--- src/common/wtc_pkg.sv ---
// wtc_pkg: constants shared by the wake timer control block.
// assumes a crystal-rate reference clock and an 8-bit register port.
package wtc_pkg;
    // register addresses on the parallel register port
    localparam logic [5:0] WTC_ADDR_FIRST_HI = 6'h1E;
    localparam logic [5:0] WTC_ADDR_FIRST_LO = 6'h1F;
    localparam logic [5:0] WTC_ADDR_CTRL = 6'h20;
    // control register fields
    localparam int WTC_PD_BIT = 7;
    localparam int WTC_SEL_HI = 6;
    localparam int WTC_SEL_LO = 4;
    localparam int WTC_CAL_BIT = 3;
    localparam int WTC_RES_HI = 1;
    localparam int WTC_RES_LO = 0;
    // reset values
    localparam logic [7:0] WTC_FIRST_HI_RST = 8'h87;
    localparam logic [7:0] WTC_FIRST_LO_RST = 8'h6B;
    localparam logic WTC_PD_RST = 1'b1;
    localparam logic [2:0] WTC_SEL_RST = 3'h7;
    localparam logic WTC_CAL_RST = 1'b1;
    localparam logic [1:0] WTC_RES_RST = 2'h0;
    // slow oscillator period in crystal cycles
    localparam int WTC_SLOW_DIV = 750;
    localparam logic [9:0] WTC_SLOW_DIV_LAST = 10'(WTC_SLOW_DIV - 1);
    // resolution exponent step: two to five times the code
    localparam int WTC_RES_SHIFT = 5;
    // length of the automatic calibration, in slow periods
    localparam logic [7:0] WTC_CAL_PERIODS = 8'h20;
    // second timeout in slow periods per select code
    localparam logic [5:0] WTC_SECOND_LUT [8] = '{
        6'h04, 6'h06, 6'h08, 6'h0C, 6'h10, 6'h18, 6'h20, 6'h30
    };
    // timer states
    typedef enum logic [3:0] {
        WTC_IDLE = 4'h1,
        WTC_FIRST = 4'h2,
        WTC_SECOND = 4'h4,
        WTC_CAL = 4'h8
    } wtc_state_t;
endpackage

--- src/core/wtc_slow_tick.sv ---
// wtc_slow_tick: divides the crystal clock down to the slow oscillator rate.
// assumes REF_CLK is the crystal clock; tick is one cycle per slow period.
`timescale 1ns/100ps
`default_nettype none
module wtc_slow_tick (
    input wire logic clk, // crystal clock
    input wire logic rst_n, // async reset, low
    input wire logic run, // oscillator powered
    output logic tick // one-cycle slow period pulse
);
    import wtc_pkg::*;
    logic [9:0] div_reg;
    // free count while powered, restart when powered down
    always_ff @(posedge clk or negedge rst_n) begin
        if (!rst_n) begin
            div_reg <= 10'h000;
        end else if (!run || div_reg == WTC_SLOW_DIV_LAST) begin
            div_reg <= 10'h000;
        end else begin
            div_reg <= div_reg + 10'h001;
        end
    end
    // pulse on the last crystal cycle of each slow period
    assign tick = run && (div_reg == WTC_SLOW_DIV_LAST);
endmodule
`default_nettype wire

--- src/core/wtc_top.sv ---
// wtc_top: wake timer control register and its two-stage timeout timer.
// assumes a synchronous 8-bit register port; reads answer one cycle later.
// How it works
// - select codes 3 to 7 fire the second timeout 12, 16, 24, 32, 48 slow periods after the first.
// - select codes 0 to 2 fire the second timeout 4, 6, 8 slow periods after the first.
// - the timer steps every 750 crystal cycles; the second count starts at the first timeout.
// - the first timeout lasts the 16-bit count times 2^(5*resolution) slow periods.
// - writing zero to the power-down bit while it is one powers the oscillator up and, when bit 3 is also written one, starts a calibration.
// - bit 3, reset to one, enables the slow oscillator calibration.
// - bits 1:0, reset to zero, set the first timeout step to 1, 2^5, 2^10 or 2^15 periods.
// - every resolution code is accepted and honoured without restriction.
`timescale 1ns/100ps
`default_nettype none
module wtc_top (
    input wire logic REF_CLK, // crystal clock, 20 MHz
    input wire logic RST_N, // async reset, active low
    input wire logic [5:0] REG_ADDR, // register address
    input wire logic [7:0] REG_WDATA, // write data
    input wire logic REG_WR, // write strobe
    output logic [7:0] REG_RDATA, // read data, one cycle after address
    input wire logic WAKE_RUN, // periodic wake timer run request
    output logic OSC_POWERDOWN, // slow oscillator power-down
    output logic CAL_BUSY, // calibration in progress
    output logic FIRST_TIMEOUT, // first timeout pulse
    output logic SECOND_TIMEOUT // second timeout pulse
);
    import wtc_pkg::*;

    // register fields, timer state and decoded strobes
    logic [7:0] first_hi_reg;
    logic [7:0] first_lo_reg;
    logic pd_reg;
    logic [2:0] sel_reg;
    logic cal_en_reg;
    logic [1:0] res_reg;
    logic [7:0] rdata_reg;
    wtc_state_t state_reg;
    wtc_state_t state_next;
    logic [14:0] step_reg;
    logic [15:0] count_reg;
    logic [7:0] cal_reg;
    logic first_reg;
    logic second_reg;
    logic tick;
    logic wr_ctrl;
    logic cal_start;
    logic [14:0] step_last;
    logic [15:0] first_count;
    logic step_done;
    logic first_done;
    logic second_done;
    logic cal_done;

    // write decode
    assign wr_ctrl = REG_WR && (REG_ADDR == WTC_ADDR_CTRL);
    assign cal_start = wr_ctrl && !REG_WDATA[WTC_PD_BIT] && pd_reg
        && REG_WDATA[WTC_CAL_BIT];

    // first timeout count registers
    always_ff @(posedge REF_CLK or negedge RST_N) begin
        if (!RST_N) begin
            first_hi_reg <= WTC_FIRST_HI_RST;
            first_lo_reg <= WTC_FIRST_LO_RST;
        end else if (REG_WR && REG_ADDR == WTC_ADDR_FIRST_HI) begin
            first_hi_reg <= REG_WDATA;
        end else if (REG_WR && REG_ADDR == WTC_ADDR_FIRST_LO) begin
            first_lo_reg <= REG_WDATA;
        end
    end

    // control register, reserved bit not stored
    always_ff @(posedge REF_CLK or negedge RST_N) begin
        if (!RST_N) begin
            pd_reg <= WTC_PD_RST;
            sel_reg <= WTC_SEL_RST;
            cal_en_reg <= WTC_CAL_RST;
            res_reg <= WTC_RES_RST;
        end else if (wr_ctrl) begin
            pd_reg <= REG_WDATA[WTC_PD_BIT];
            sel_reg <= REG_WDATA[WTC_SEL_HI:WTC_SEL_LO];
            cal_en_reg <= REG_WDATA[WTC_CAL_BIT];
            res_reg <= REG_WDATA[WTC_RES_HI:WTC_RES_LO];
        end
    end

    // registered read mux, unmapped reads zero
    always_ff @(posedge REF_CLK or negedge RST_N) begin
        if (!RST_N) begin
            rdata_reg <= 8'h00;
        end else if (REG_ADDR == WTC_ADDR_FIRST_HI) begin
            rdata_reg <= first_hi_reg;
        end else if (REG_ADDR == WTC_ADDR_FIRST_LO) begin
            rdata_reg <= first_lo_reg;
        end else if (REG_ADDR == WTC_ADDR_CTRL) begin
            rdata_reg <= {pd_reg, sel_reg, cal_en_reg, 1'b0, res_reg};
        end else begin
            rdata_reg <= 8'h00;
        end
    end

    // slow oscillator period source
    wtc_slow_tick u_tick (
        .clk(REF_CLK),
        .rst_n(RST_N),
        .run(!pd_reg),
        .tick(tick)
    );

    // step length: two to the five times resolution periods, minus one
    assign step_last = 15'((32'h1 << (WTC_RES_SHIFT * int'(res_reg))) - 1);
    assign first_count = {first_hi_reg, first_lo_reg};
    assign step_done = tick && (step_reg == step_last);
    // a zero count behaves as one step
    assign first_done = step_done && (count_reg + 16'h0001 >= first_count);
    assign second_done = tick
        && (count_reg[5:0] + 6'h01 == WTC_SECOND_LUT[sel_reg]);
    assign cal_done = tick && (cal_reg + 8'h01 == WTC_CAL_PERIODS);

    // state sequencing
    always_comb begin
        state_next = state_reg;
        case (state_reg)
            WTC_IDLE: begin
                if (cal_start) begin
                    state_next = WTC_CAL;
                end else if (WAKE_RUN && !pd_reg) begin
                    state_next = WTC_FIRST;
                end
            end
            WTC_FIRST: begin
                if (pd_reg || !WAKE_RUN) begin
                    state_next = WTC_IDLE;
                end else if (first_done) begin
                    state_next = WTC_SECOND;
                end
            end
            WTC_SECOND: begin
                if (pd_reg || !WAKE_RUN) begin
                    state_next = WTC_IDLE;
                end else if (second_done) begin
                    state_next = WTC_FIRST;
                end
            end
            WTC_CAL: begin
                if (pd_reg || cal_done) begin
                    state_next = WTC_IDLE;
                end
            end
            default: begin
                state_next = WTC_IDLE;
            end
        endcase
    end

    // state register, calibration can start from any state
    always_ff @(posedge REF_CLK or negedge RST_N) begin
        if (!RST_N) begin
            state_reg <= WTC_IDLE;
        end else if (cal_start) begin
            state_reg <= WTC_CAL;
        end else begin
            state_reg <= state_next;
        end
    end

    // step prescaler within the first timeout
    always_ff @(posedge REF_CLK or negedge RST_N) begin
        if (!RST_N) begin
            step_reg <= 15'h0000;
        end else if (state_reg != WTC_FIRST || step_done) begin
            step_reg <= 15'h0000;
        end else if (tick) begin
            step_reg <= step_reg + 15'h0001;
        end
    end

    // step counter for first timeout, period counter for second
    always_ff @(posedge REF_CLK or negedge RST_N) begin
        if (!RST_N) begin
            count_reg <= 16'h0000;
        end else if (state_reg != state_next || cal_start) begin
            count_reg <= 16'h0000;
        end else if (state_reg == WTC_FIRST && step_done) begin
            count_reg <= count_reg + 16'h0001;
        end else if (state_reg == WTC_SECOND && tick) begin
            count_reg <= count_reg + 16'h0001;
        end
    end

    // calibration length counter
    always_ff @(posedge REF_CLK or negedge RST_N) begin
        if (!RST_N) begin
            cal_reg <= 8'h00;
        end else if (state_reg != WTC_CAL) begin
            cal_reg <= 8'h00;
        end else if (tick) begin
            cal_reg <= cal_reg + 8'h01;
        end
    end

    // timeout pulses
    always_ff @(posedge REF_CLK or negedge RST_N) begin
        if (!RST_N) begin
            first_reg <= 1'b0;
            second_reg <= 1'b0;
        end else begin
            first_reg <= !cal_start && state_reg == WTC_FIRST && state_next == WTC_SECOND;
            second_reg <= !cal_start && state_reg == WTC_SECOND && state_next == WTC_FIRST;
        end
    end

    // outputs straight from registers and state
    assign REG_RDATA = rdata_reg;
    assign OSC_POWERDOWN = pd_reg;
    assign CAL_BUSY = (state_reg == WTC_CAL);
    assign FIRST_TIMEOUT = first_reg;
    assign SECOND_TIMEOUT = second_reg;
endmodule
`default_nettype wire

--- config.mk ---
export PLATFORM = sky130hd
export DESIGN_NAME = wtc_top
export DESIGN_NICKNAME = d
export VERILOG_FILES = /design/src/common/wtc_pkg.sv /design/src/core/wtc_slow_tick.sv /design/src/core/wtc_top.sv
export SDC_FILE = /design/constraint.sdc
export NUM_CORES = 1
export LEC_CHECK = 0
export BUFFER_PORTS_ARGS = -buffer_cell sky130_fd_sc_hd__buf_2
export CORE_ASPECT_RATIO = 1.2
export CORE_MARGIN = 10
export CORE_UTILIZATION = 50
export CTS_CLUSTER_SIZE = 10
export DETAILED_ROUTE_END_ITERATION = 8
export PLACE_DENSITY = 0.73
export SLEW_MARGIN = 20
export SYNTH_ARGS = -nofsm -noshare
export SYNTH_HDL_FRONTEND = slang
export SYNTH_SLANG_ARGS = --single-unit
--- constraint.sdc ---
create_clock -name REF_CLK -period 6.2 [get_ports REF_CLK]
set_clock_uncertainty 0.05 [all_clocks]
set_input_delay 1.24 -clock REF_CLK [delete_from_list [all_inputs] [get_ports REF_CLK]]
set_output_delay 1.24 -clock REF_CLK [all_outputs]
set_load 0.02 [all_outputs]
==> run summary, run 1 <==
Status -> finished clean
Largest net degree at the start of global routing -> 87
YS warnings -> 0
Initial antenna violation count -> 0
Placed instance area -> 5270 µm²
Hold/Removal Path Class -> reg2reg
Critical Setup Path Class -> reg2reg
DRT Pass-1 Iters -> 4
Max clock buf depth -> 2
CP arrival -> 4.40 ns
DR vias -> 3762
CTS tree -> built
Clk_lat worst skew -> 0.35 ns
Post-synth EDFFs -> 0
Worst path slowest cell -> a221oi_4
Die Y-Extent -> 130 µm
Period utilization -> 68.7%
Tot GR Track Use -> 15.1%
Mapped Cells -> 516
Synth Net Count -> 556
Port bufs -> 29
Critical path's most frequent cell -> nor4_1
Final Hold Violating Endpoints -> 0
Non-Filler Instances -> 672
Total CTS buffers -> 9
Synth Cell Area -> 5040 µm²
Max FO, Critical Path -> 16
First-pass GRT wire length -> 18200 µm
Cell family with the largest share of critical-path delay -> simple AND/OR/NAND/NOR gates
Post-synthesis sequential area ratio -> 43.1%
Unrepaired setup endpoints after global routing -> false
DRT iter0 DRCs -> 180
Most used flip-flop cell after synthesis -> dfrtp_1
Worst Path Buf+Inv -> 0
Synth-to-layout area growth -> 10.4%
Placed insts -> 656
Final setup viols -> 0
Minimum clock period -> 4.26 ns
Fraction of layout cells with a size suffix above 1 -> 18.9%
Ys async rst share -> 100%
CP max stage delay -> 0.70 ns
Number of cells on the critical path -> 13
CTS Sinks -> 86
Max Transition Viols Final -> 0
NumNets Final -> 581
Die width -> 112 µm
Synth cell types -> 64
Resized Gates After CTS -> 0
FF+latch count, synth -> 86
Crit start category -> register
Post-CTS setup buffer count -> 0
Detailed placement HPWL -> 7690 µm
Die Area -> 14500 µm²
Maximum resistive drop on vdd -> 0.0988 mV
CTS hold repair buffers -> 0
Global placement routability congestion -> 0.933
Fmax -> 235 MHz
WL final -> 10500 µm
Ant. Diodes -> 0
DR vias/cell -> 5.60
Reg clk slew, reported paths -> 0.07 ns
Crit-path cells -> nand3_2, nor4_1, nand3_1, nor2_1, nand3_1, xnor2_1, ha_1, nand4_1, nor4_1, nor4_1, o2111a_1, a221oi_4, nor3_1
Reg2reg path depth -> 13
Slew @ Worst Pin -> 0.916 ns
PwrDens -> 253 nW/µm²
Core footprint -> 9910 µm²
Setup TNS Final -> 0 ns
Hold path depth -> 2
Final ANT Viol Nets -> 0
Mean area per synthesized cell -> 9.76 µm²
CP Capture Type -> register
Io pins -> 30
Grt ovf -> 0
Residual DRC -> 0
Starting Density -> 50.8%
CP required -> 6.34 ns
Leakage -> 2.44 nW
Rows -> 40
Post-DR wirelength/cell -> 15.6 µm
DP Worst Slack -> 1.99 ns
Relative slew slack -> 38.9%
H-tree levels -> 3
Final Instance Area -> 5560 µm²
Number of global-route vias before repair -> 3789
Max Cap Violations -> 0
Largest register FFs -> 16
Clock Root Buffer -> clkbuf_16
Setup WS post-layout -> 1.94 ns
tightest hold or removal path, cell delays in order, from the launching register on:
cell and delay (ns):
dfstp_2 0.37, nand2_1 0.05, a21oi_1 0.05
per-layer routing:
metal  track usage, %  up-vias  wire [µm]  part of all wire [%]
li1                 -     1863          -                     -
met2             25.5       52       5150                    49
met5                0        -          0                     0
met3             3.44       20        332                   3.2
met4             6.66        0        281                   2.7
met1             18.2     1827       4710                    45
through the flow:
step | power [W] | util, % | hold slack, ns
final | 0.00141 | 56.1 | 0.453
after global routing | 0.00148 | 56.1 | 0.473
after CTS | 0.00141 | 56.0 | 0.455
after detailed placement | 0.000900 | 53.2 | 0.446
after global placement | 0.000888 | 53.2 | 0.450
after floorplan | 0.000837 | - | 0.428
cells in the mapped netlist (2+ instances only):
cell	instances	area share (%)
or3_1	6	0.75
o2111ai_1	4	0.70
nand4_1	16	2.0
o21a_1	3	0.45
dfstp_2	15	7.8
o21ai_0	29	2.9
a21o_1	2	0.30
xnor2_1	19	3.3
nor3_1	13	1.3
dfrtp_1	71	35
a21boi_0	2	0.30
ha_1	22	5.5
and3_1	4	0.50
nand3b_1	2	0.30
a211oi_1	2	0.30
clkbuf_1	10	0.75
mux2_2	16	3.6
xor2_1	36	6.3
nand3_2	2	0.40
nor4_1	7	0.87
buf_2	4	0.40
mux2i_1	8	1.6
nor2b_1	6	0.75
a21oi_1	18	1.8
nor2_1	51	3.8
and4_1	3	0.52
nand2_1	54	4.0
nand2b_1	3	0.37
inv_1	25	1.9
nand3_1	18	1.8
nor3_2	12	2.4
power by group:
group / leakage [nW] / internal [W] / switching (W)
Clock: 0.134 / 0.000277 / 0.000238
Sequential: 1.13 / 0.000619 / 0.0000520
Combinational: 1.18 / 0.0000854 / 0.000136
cell type report:
class                           count  area [µm²]
Fill cell                         857        4350
Multi-Input combinational cell    389        2690
Sequential cell                    86        2170
Clock buffer                        9         225
Timing Repair Buffer               30         159
Tap cell                          126         158
Inverter                           25        93.8
Clock inverter                      7        57.6
cells in the final DEF, fill, tap and decap left out, types with 6 or more instances in the layout:
master     instances
mux2_2            16
clkbuf_16          9
buf_2             28
nor4_1             7
o21ai_0           29
nor2_1            51
dfrtp_1           71
dfstp_2           15
mux2i_1            8
or3_1              6
inv_1             25
nor2b_1            6
nand3_1           18
xor2_1            36
nor3_2            12
nand2_1           54
ha_1              22
nor3_1            13
xnor2_1           19
a21oi_1           18
nand4_1           16
kinds of logic after synthesis:
group	after synthesis	share of synthesized area [%]
compound gates	73	9.32
xor+xnor	58	10.8
fa+ha+maj	22	5.47
buf+inv	41	3.40
flops	86	43.1
mux	24	5.17
simple gates	212	22.7
path summary, 6_finish.rpt:
| kind | startpoint | end | slack, ns |
|---|---|---|---|
| max | count_reg[2] | count_reg[4] | 1.94 |
| min | cal_en_reg | REG_RDATA[3] | 0.45 |
| max reg2reg | count_reg[2] | count_reg[4] | 1.94 |
| min reg2reg | cal_en_reg | REG_RDATA[3] | 0.45 |
| max in group asynchronous | RST_N | first_hi_reg[5] | 4.67 |
| min in group asynchronous | RST_N | u_tick.div_reg[5] | 0.88 |
Power figures use the tool's default switching activity.
==> run 2, diff against run 1 <==
PLACE_DENSITY = 0.75   (was 0.73)
clock period = 3.87 ns   (was 6.2 ns; I/O delays follow)
==> run 2 against run 1 <==
Critical path depth rose by 2; first-iteration DRC count up 53%; maximum frequency grew 19%; global-route usage up 0.12 points; sequential power rose by 61%; combinational power up 67%; clock power grew 85%; register-to-register slack worse by 1.6 ns; total power grew 71%; critical path type unchanged; critical endpoint unchanged.
==> run summary, run 2 (synthesis gave the netlist of run 1 again) <==
WL final -> 10800 µm (was 10500 µm)
Final ANT Viol Nets -> 0 (unchanged)
Comb power frac -> 15.4% (was 15.7%)
CTS Sinks -> 86 (unchanged)
DP Worst Slack -> -0.0945 ns (was 1.99 ns)
Max Cap Violations -> 0 (unchanged)
CTS tree -> built (unchanged)
PwrDens -> 421 nW/µm² (was 253 nW/µm²)
Minimum clock period -> 3.56 ns (was 4.26 ns)
Post-DR wirelength/cell -> 15.8 µm (was 15.6 µm)
Clock Root Buffer -> clkbuf_16 (unchanged)
Final Instance Area -> 5710 µm² (was 5560 µm²)
DR vias/cell -> 5.53 (was 5.60)
H-tree levels -> 3 (unchanged)
Die Area -> 14500 µm² (unchanged)
First-pass GRT wire length -> 18500 µm (was 18200 µm)
CP arrival -> 3.74 ns (was 4.40 ns)
Crit start category -> register (unchanged)
Fraction of layout cells with a size suffix above 1 -> 20.9% (was 18.9%)
Clk_lat worst skew -> 0.34 ns (was 0.35 ns)
Final setup viols -> 0 (unchanged)
Ant. Diodes -> 0 (unchanged)
Setup WS post-layout -> 0.306 ns (was 1.94 ns)
Critical Setup Path Class -> reg2reg (unchanged)
Core footprint -> 9910 µm² (unchanged)
CP Capture Type -> register (unchanged)
Register share of total power -> 44.9% (was 47.7%)
CP required -> 4.04 ns (was 6.34 ns)
Synth-to-layout area growth -> 13.5% (was 10.4%)
Unrepaired setup endpoints after global routing -> false (unchanged)
Starting Density -> 50.8% (unchanged)
Most frequent cells in the layout -> dfrtp_1 (71), nand2_1 (54), nor2_1 (51) (unchanged)
Most common cell after layout, fill and taps aside -> dfrtp_1 (unchanged)
Residual DRC -> 0 (unchanged)
Die width -> 112 µm (unchanged)
Reg clk slew, reported paths -> 0.06 ns (was 0.07 ns)
Largest net degree at the start of global routing -> 87 (unchanged)
Fmax -> 281 MHz (was 235 MHz)
Max clock buf depth -> 2 (unchanged)
Die Y-Extent -> 130 µm (unchanged)
Leakage -> 2.52 nW (was 2.44 nW)
Core Util, Final -> 57.7% (was 56.1%)
Slew @ Worst Pin -> 0.752 ns (was 0.916 ns)
Placed instance area -> 5340 µm² (was 5270 µm²)
Clock share of power -> 39.7% (was 36.6%)
Hold/Removal Path Class -> in2async (was reg2reg)
Port bufs -> 29 (unchanged)
Fillcell total -> 829 (was 857)
Max Transition Viols Final -> 0 (unchanged)
Tot GR Track Use -> 15.3% (was 15.1%)
P_sw -> 0.000659 W (was 0.000425 W)
Rows -> 40 (unchanged)
Largest register FFs -> 16 (unchanged)
Period utilization -> 92.1% (was 68.7%)
Initial antenna violation count -> 0 (unchanged)
DR vias -> 3774 (was 3762)
Detailed placement HPWL -> 7790 µm (was 7690 µm)
Total CTS buffers -> 9 (unchanged)
Final Hold Violating Endpoints -> 0 (unchanged)
Global placement routability congestion -> 0.895 (was 0.933)
Status -> finished clean (unchanged)
Io pins -> 30 (unchanged)
Number of global-route vias before repair -> 3844 (was 3789)
NumNets Final -> 591 (was 581)
Maximum resistive drop on vdd -> 0.200 mV (was 0.0988 mV)
Relative slew slack -> 49.9% (was 38.9%)
DRT iter0 DRCs -> 275 (was 180)
Grt ovf -> 0 (unchanged)
Cell-internal power -> 0.00174 W (was 0.000981 W)
DRT Pass-1 Iters -> 4 (unchanged)
Max FO, Critical Path -> 16 (unchanged)
Sw frac -> 27.4% (was 30.2%)
run 2: changes by cell type in the layout (fill, tap and decap cells not counted), sizes merged:
cell      change
clkinvlp      -1
bufinv        +2
buf          +10
clkbuf        +2
inv           -3
run 2: power groups by stage:
stage | registers [W] | clock network, W | logic [W]
4_1_cts | 0.00108 | 0.000966 | 0.000370
3_3_place_gp | 0.00108 | 0 | 0.000339
5_1_grt | 0.00109 | 0.00102 | 0.000414
2_1_floorplan | 0.00106 | 0 | 0.000282
6_report | 0.00108 | 0.000954 | 0.000370
3_5_place_dp | 0.00109 | 0 | 0.000354
run 2: metrics by stage:
stage / total power, W / setup TNS, ns / hold slack [ns] / instances
2_1_floorplan: 0.00134 / 0 / 0.428 / 516
3_3_place_gp: 0.00142 / 0 / 0.444 / 665
3_5_place_dp: 0.00145 / -0.943 / 0.452 / 665
4_1_cts: 0.00241 / 0 / 0.459 / 682
5_1_grt: 0.00252 / 0 / 0.482 / 682
6_report: 0.00240 / 0 / 0.440 / 682
run 2: final cells by class:
type / instances / area, µm² / area share, %
multi-input cells: 389 / 2710 / 47.4
flip-flops and latches: 86 / 2170 / 38.0
clock buffers: 11 / 253 / 4.42
repair buffers: 40 / 246 / 4.31
well taps: 126 / 158 / 2.76
inverters: 25 / 93.8 / 1.64
clock inverters: 5 / 81.3 / 1.42
run 2: worst paths after layout:
path,endpoint,cells after the start,slack [ns],from
worst max-delay path,count_reg[4],15,0.31,count_reg[0]
worst min-delay path,u_tick.div_reg[6],1,0.44,RST_N
worst max register to register,count_reg[4],15,0.31,count_reg[0]
worst min register to register,REG_RDATA[3],2,0.46,cal_en_reg
max in group asynchronous,count_reg[15],1,2.84,RST_N
min in group REF_CLK,REG_RDATA[3],2,0.46,cal_en_reg
run 2: timing repair:
action,CTS,global route
gates cloned,0,0
endpoints found under the setup margin,16,14
hold buffers,0,0
gates resized for setup,0,3
pin swaps,0,0
setup buffers,1,0
run 2: critical path: stages, from the launching register on:
cell,delay (ns)
dfrtp_1,0.44
ha_1,0.26
nand3_2,0.11
nor3_2,0.21
and3_1,0.23
and3_1,0.19
nand3_1,0.09
xnor2_1,0.14
ha_1,0.29
nand4_1,0.15
nor4_2,0.34
nor4_2,0.11
o2111a_1,0.30
a221oi_4,0.24
buf_12,0.19
nor3_1,0.06
run 2: per-layer routing:
metal / share of wire (%) / wire length (µm) / up-vias / GRT usage [%]
met4: 1.7 / 180 / 0 / 6.51
met2: 51 / 5450 / 72 / 26.3
met1: 45 / 4800 / 1818 / 18.5
met5: 0 / 0 / - / 0
li1: - / - / 1873 / -
met3: 3.2 / 347 / 11 / 2.57
==> run 3, diff against run 2 <==
ABC_AREA = 1   (was unset)
CORE_UTILIZATION = 56   (was 50)
PLACE_DENSITY = 0.82   (was 0.75)
==> run 3 against run 2 <==
Sequential share of layout area is 1.6 points lower; highest routed layer unchanged; total power is 1.2% lower; critical endpoint is now count_reg[2]; largest cell class unchanged; non-clock buffer count is 11 lower; synthesized cell count is 41% higher; flip-flop and latch count stayed put; combinational power is 9.7% higher; clock-buffer cell count stayed put; die area is 3.6% lower; final cell count is 30% higher.
==> run summary, run 3 <==
Final ANT Viol Nets -> 0 (unchanged)
CTS tree -> built (unchanged)
DRT Pass-1 Iters -> 6 (was 4)
Mapped Cells -> 726 (was 516)
Multiplexer share of the synthesized area -> 0% (was 5.17%)
Core footprint -> 9470 µm² (was 9910 µm²)
Critical Setup Path Class -> reg2reg (unchanged)
Ys async rst share -> 100% (unchanged)
Max Transition Viols Final -> 0 (unchanged)
Tot GR Track Use -> 18.6% (was 15.3%)
YS warnings -> 0 (unchanged)
Mean area per synthesized cell -> 7.44 µm² (was 9.76 µm²)
Most frequent cell after synthesis -> nand2_1 (was dfrtp_1)
Die Y-Extent -> 128 µm (was 130 µm)
Max clock buf depth -> 2 (unchanged)
FF+latch count, synth -> 86 (unchanged)
Crit start category -> register (unchanged)
Final Instance Area -> 5970 µm² (was 5710 µm²)
First-pass GRT wire length -> 21300 µm (was 18500 µm)
Detailed placement HPWL -> 9250 µm (was 7790 µm)
Hold/Removal Path Class -> in2async (unchanged)
CP max stage delay -> 0.42 ns (was 0.44 ns)
CTS hold repair buffers -> 0 (unchanged)
CTS Sinks -> 86 (unchanged)
Yosys top cell by area -> dfrtp_1 (unchanged)
Residual DRC -> 0 (unchanged)
Most common cell after layout, fill and taps aside -> nand2_1 (was dfrtp_1)
Number of global-route vias before repair -> 4811 (was 3844)
Synth Cell Area -> 5400 µm² (was 5040 µm²)
Register share of total power -> 43.0% (was 44.9%)
Fraction of layout cells with a size suffix above 1 -> 12.5% (was 20.9%)
Fillcell total -> 820 (was 829)
CP Capture Type -> register (unchanged)
Period utilization -> 88.0% (was 92.1%)
Largest register FFs -> 16 (unchanged)
Final setup viols -> 0 (unchanged)
Ant. Diodes -> 0 (unchanged)
Placed instance area -> 5640 µm² (was 5340 µm²)
Resized Gates After CTS -> 0 (unchanged)
Status -> finished clean (unchanged)
Final Hold Violating Endpoints -> 0 (unchanged)
Multi-input logic area -> 2670 µm² (was 2710 µm²)
Starting Density -> 57.0% (was 50.8%)
Synth Net Count -> 766 (was 556)
Comb power frac -> 17.1% (was 15.4%)
Worst Path Buf+Inv -> 2 (was 1)
Worst path slowest cell -> dfrtp_1 (unchanged)
Max Cap Violations -> 0 (unchanged)
Port bufs -> 29 (unchanged)
FF/Latch Area -> 2170 µm² (unchanged)
Post-DR wirelength/cell -> 14.0 µm (was 15.8 µm)
DRT iter0 DRCs -> 274 (was 275)
CP arrival -> 3.62 ns (was 3.74 ns)
Most instantiated cells after synthesis -> nand2_1 (187), inv_1 (126), dfrtp_1 (71), nor2_1 (58), o21ai_0 (51) (was dfrtp_1 (71), nand2_1 (54), nor2_1 (51), xor2_1 (36), o21ai_0 (29))
Grt ovf -> 0 (unchanged)
Clk_lat worst skew -> 0.35 ns (was 0.34 ns)
Xor/xnor share of the synthesized area -> 2.92% (was 10.8%)
Synth-to-layout area growth -> 10.5% (was 13.5%)
CP required -> 4.08 ns (was 4.04 ns)
Max FO, Critical Path -> 16 (unchanged)
Rows -> 39 (was 40)
Largest family of logic cells by synthesized area -> simple AND/OR/NAND/NOR gates (unchanged)
Cell family with the largest share of critical-path delay -> simple AND/OR/NAND/NOR gates (unchanged)
PwrDens -> 398 nW/µm² (was 421 nW/µm²)
Reg clk slew, reported paths -> 0.06 ns (about the same)
NumNets Final -> 798 (was 591)
Setup TNS Final -> 0 ns (unchanged)
Most used flip-flop cell after synthesis -> dfrtp_1 (unchanged)
Cell-internal power -> 0.00167 W (was 0.00174 W)
Simple-Gate Fraction of Synth Area -> 31.1% (was 22.7%)
Die Area -> 14000 µm² (was 14500 µm²)
Post-CTS setup buffer count -> 0 (was 1)
Minimum clock period -> 3.41 ns (was 3.56 ns)
Crit-path cells -> ha_1, nand2_1, nor2_1, nand2_1, nor2_1, xor2_1, inv_1, ha_1, nand2_1, inv_1, nand2_1, nor2_1, nor2_1, nand2_1, nand2_1, nand2_1, nand3_1, nand2_1, nand3_2, nand2_2, nand3_4, nor3_1 (was ha_1, nand3_2, nor3_2, and3_1, and3_1, nand3_1, xnor2_1, ha_1, nand4_1, nor4_2, nor4_2, o2111a_1, a221oi_4, buf_12, nor3_1)
Most frequent cells in the layout -> nand2_1 (187), inv_1 (126), dfrtp_1 (71) (was dfrtp_1 (71), nand2_1 (54), nor2_1 (51))
Die width -> 110 µm (was 112 µm)
Total CTS buffers -> 9 (unchanged)
Sw frac -> 29.6% (was 27.4%)
DR vias -> 4826 (was 3774)
H-tree levels -> 3 (unchanged)
Post-synth EDFFs -> 0 (unchanged)
WL final -> 12400 µm (was 10800 µm)
Relative slew slack -> 48.1% (was 49.9%)
Critical path's most frequent cell -> nand2_1
Post-synthesis sequential area ratio -> 40.2% (was 43.1%)
Largest cells by area after synthesis -> dfrtp_1 (33%), nand2_1 (13%), inv_1 (8.8%), dfstp_2 (7.3%), ha_1 (5.1%) (was dfrtp_1 (35%), dfstp_2 (7.8%), xor2_1 (6.3%), ha_1 (5.5%), nand2_1 (4.0%))
Initial antenna violation count -> 0 (unchanged)
Io pins -> 30 (unchanged)
Global placement routability congestion -> 0.896 (was 0.895)
Leakage -> 2.90 nW (was 2.52 nW)
Fmax -> 294 MHz (was 281 MHz)
Slew @ Worst Pin -> 0.779 ns (was 0.752 ns)
Post-Synth Adder-Cell Area -> 5.10% (was 5.47%)
Clock share of power -> 39.9% (was 39.7%)
Maximum resistive drop on vdd -> 0.248 mV (was 0.200 mV)
Post-synthesis compound-gate area fraction -> 10.4% (was 9.32%)
Unrepaired setup endpoints after global routing -> false (unchanged)
Largest net degree at the start of global routing -> 87 (unchanged)
Synth cell types -> 40 (was 64)
Post-synth top area share -> 32.9% (was 35.3%)
DR vias/cell -> 5.45 (was 5.53)
P_sw -> 0.000702 W (was 0.000659 W)
Clock Root Buffer -> clkbuf_16 (unchanged)
[run 3: changes by cell type after synthesis, sizes merged, moves of 14 or more]
| cell | previous run | this run |
|---|---|---|
| nand3 | 20 | 45 |
| xnor2 | 20 | 1 |
| xor2 | 36 | 17 |
| nor2 | 52 | 66 |
| nand2 | 55 | 194 |
| inv | 25 | 129 |
| mux2 | 16 | 0 |
| o21ai | 30 | 57 |
[run 3: power by group through the flow]
stage	registers, W	logic (W)	clock network [W]
3_5_place_dp	0.00104	0.000400	0
5_1_grt	0.00103	0.000465	0.000994
4_1_cts	0.00102	0.000405	0.000959
2_1_floorplan	0.00102	0.000317	0
3_3_place_gp	0.00103	0.000382	0
6_report	0.00102	0.000406	0.000947
[run 3: kinds of logic (layout without fill, tap and decap cells)]
group                    count (synthesis)  in the layout
AND/OR/NAND/NOR                        358            358
adder cells (fa/ha/maj)                 22             22
buffers and inverters                  139            176
XOR/XNOR                                18             18
AO/OA/AOI/OAI                          103            103
flip-flops                              86             86
[run 3: layout make-up]
| cell class | instances | area share (%) |
|---|---|---|
| clock buffers | 11 | 4.07 |
| clock inverters | 5 | 1.36 |
| inverters | 131 | 8.30 |
| multi-input cells | 501 | 44.8 |
| flip-flops and latches | 86 | 36.4 |
| well taps | 123 | 2.58 |
| repair buffers | 29 | 2.54 |
[run 3: final timing paths]
check / startpoint / endpoint / slack [ns] / cells after the start
worst min-delay path: RST_N / REG_RDATA[2] / 0.42 / 1
worst min register to register: first_lo_reg[2] / first_lo_reg[2] / 0.44 / 2
max in group asynchronous: RST_N / count_reg[5] / 2.80 / 1
worst max register to register: count_reg[0] / count_reg[2] / 0.46 / 22
worst max-delay path: count_reg[0] / count_reg[2] / 0.46 / 22
min in group REF_CLK: first_lo_reg[2] / first_lo_reg[2] / 0.44 / 2
[run 3: worst register-to-register path, stage by stage, from the launching register on]
cell and delay (ns):
dfrtp_1 0.42, ha_1 0.20, nand2_1 0.10, nor2_1 0.26, nand2_1 0.16, nor2_1 0.17
xor2_1 0.17, inv_1 0.11, ha_1 0.28, nand2_1 0.05, inv_1 0.08, nand2_1 0.07
nor2_1 0.11, nor2_1 0.05, nand2_1 0.09, nand2_1 0.06, nand2_1 0.10, nand3_1 0.08
nand2_1 0.07, nand3_2 0.09, nand2_2 0.09, nand3_4 0.22, nor3_1 0.25
[run 3: stage by stage]
stage	setup WS (ns)	std cells	hold WS [ns]	util (%)	power, W
global placement	0.678	870	0.419	59.6	0.00141
CTS	0.531	886	0.442	63.0	0.00238
floorplan	1.13	726	0.403	-	0.00134
detailed placement	0.553	870	0.430	59.6	0.00144
global route	0.111	886	0.461	63.1	0.00249
finish	0.464	886	0.423	63.1	0.00237
[run 3: metal layers]
| metal | GRT usage, % | vias up | part of all wire [%] |
|---|---|---|---|
| met5 | 0 | - | 0 |
| li1 | - | 2398 | - |
| met4 | 9.28 | 0 | 3.0 |
| met2 | 33.6 | 103 | 53 |
| met3 | 3.07 | 37 | 3.7 |
| met1 | 20.2 | 2288 | 40 |
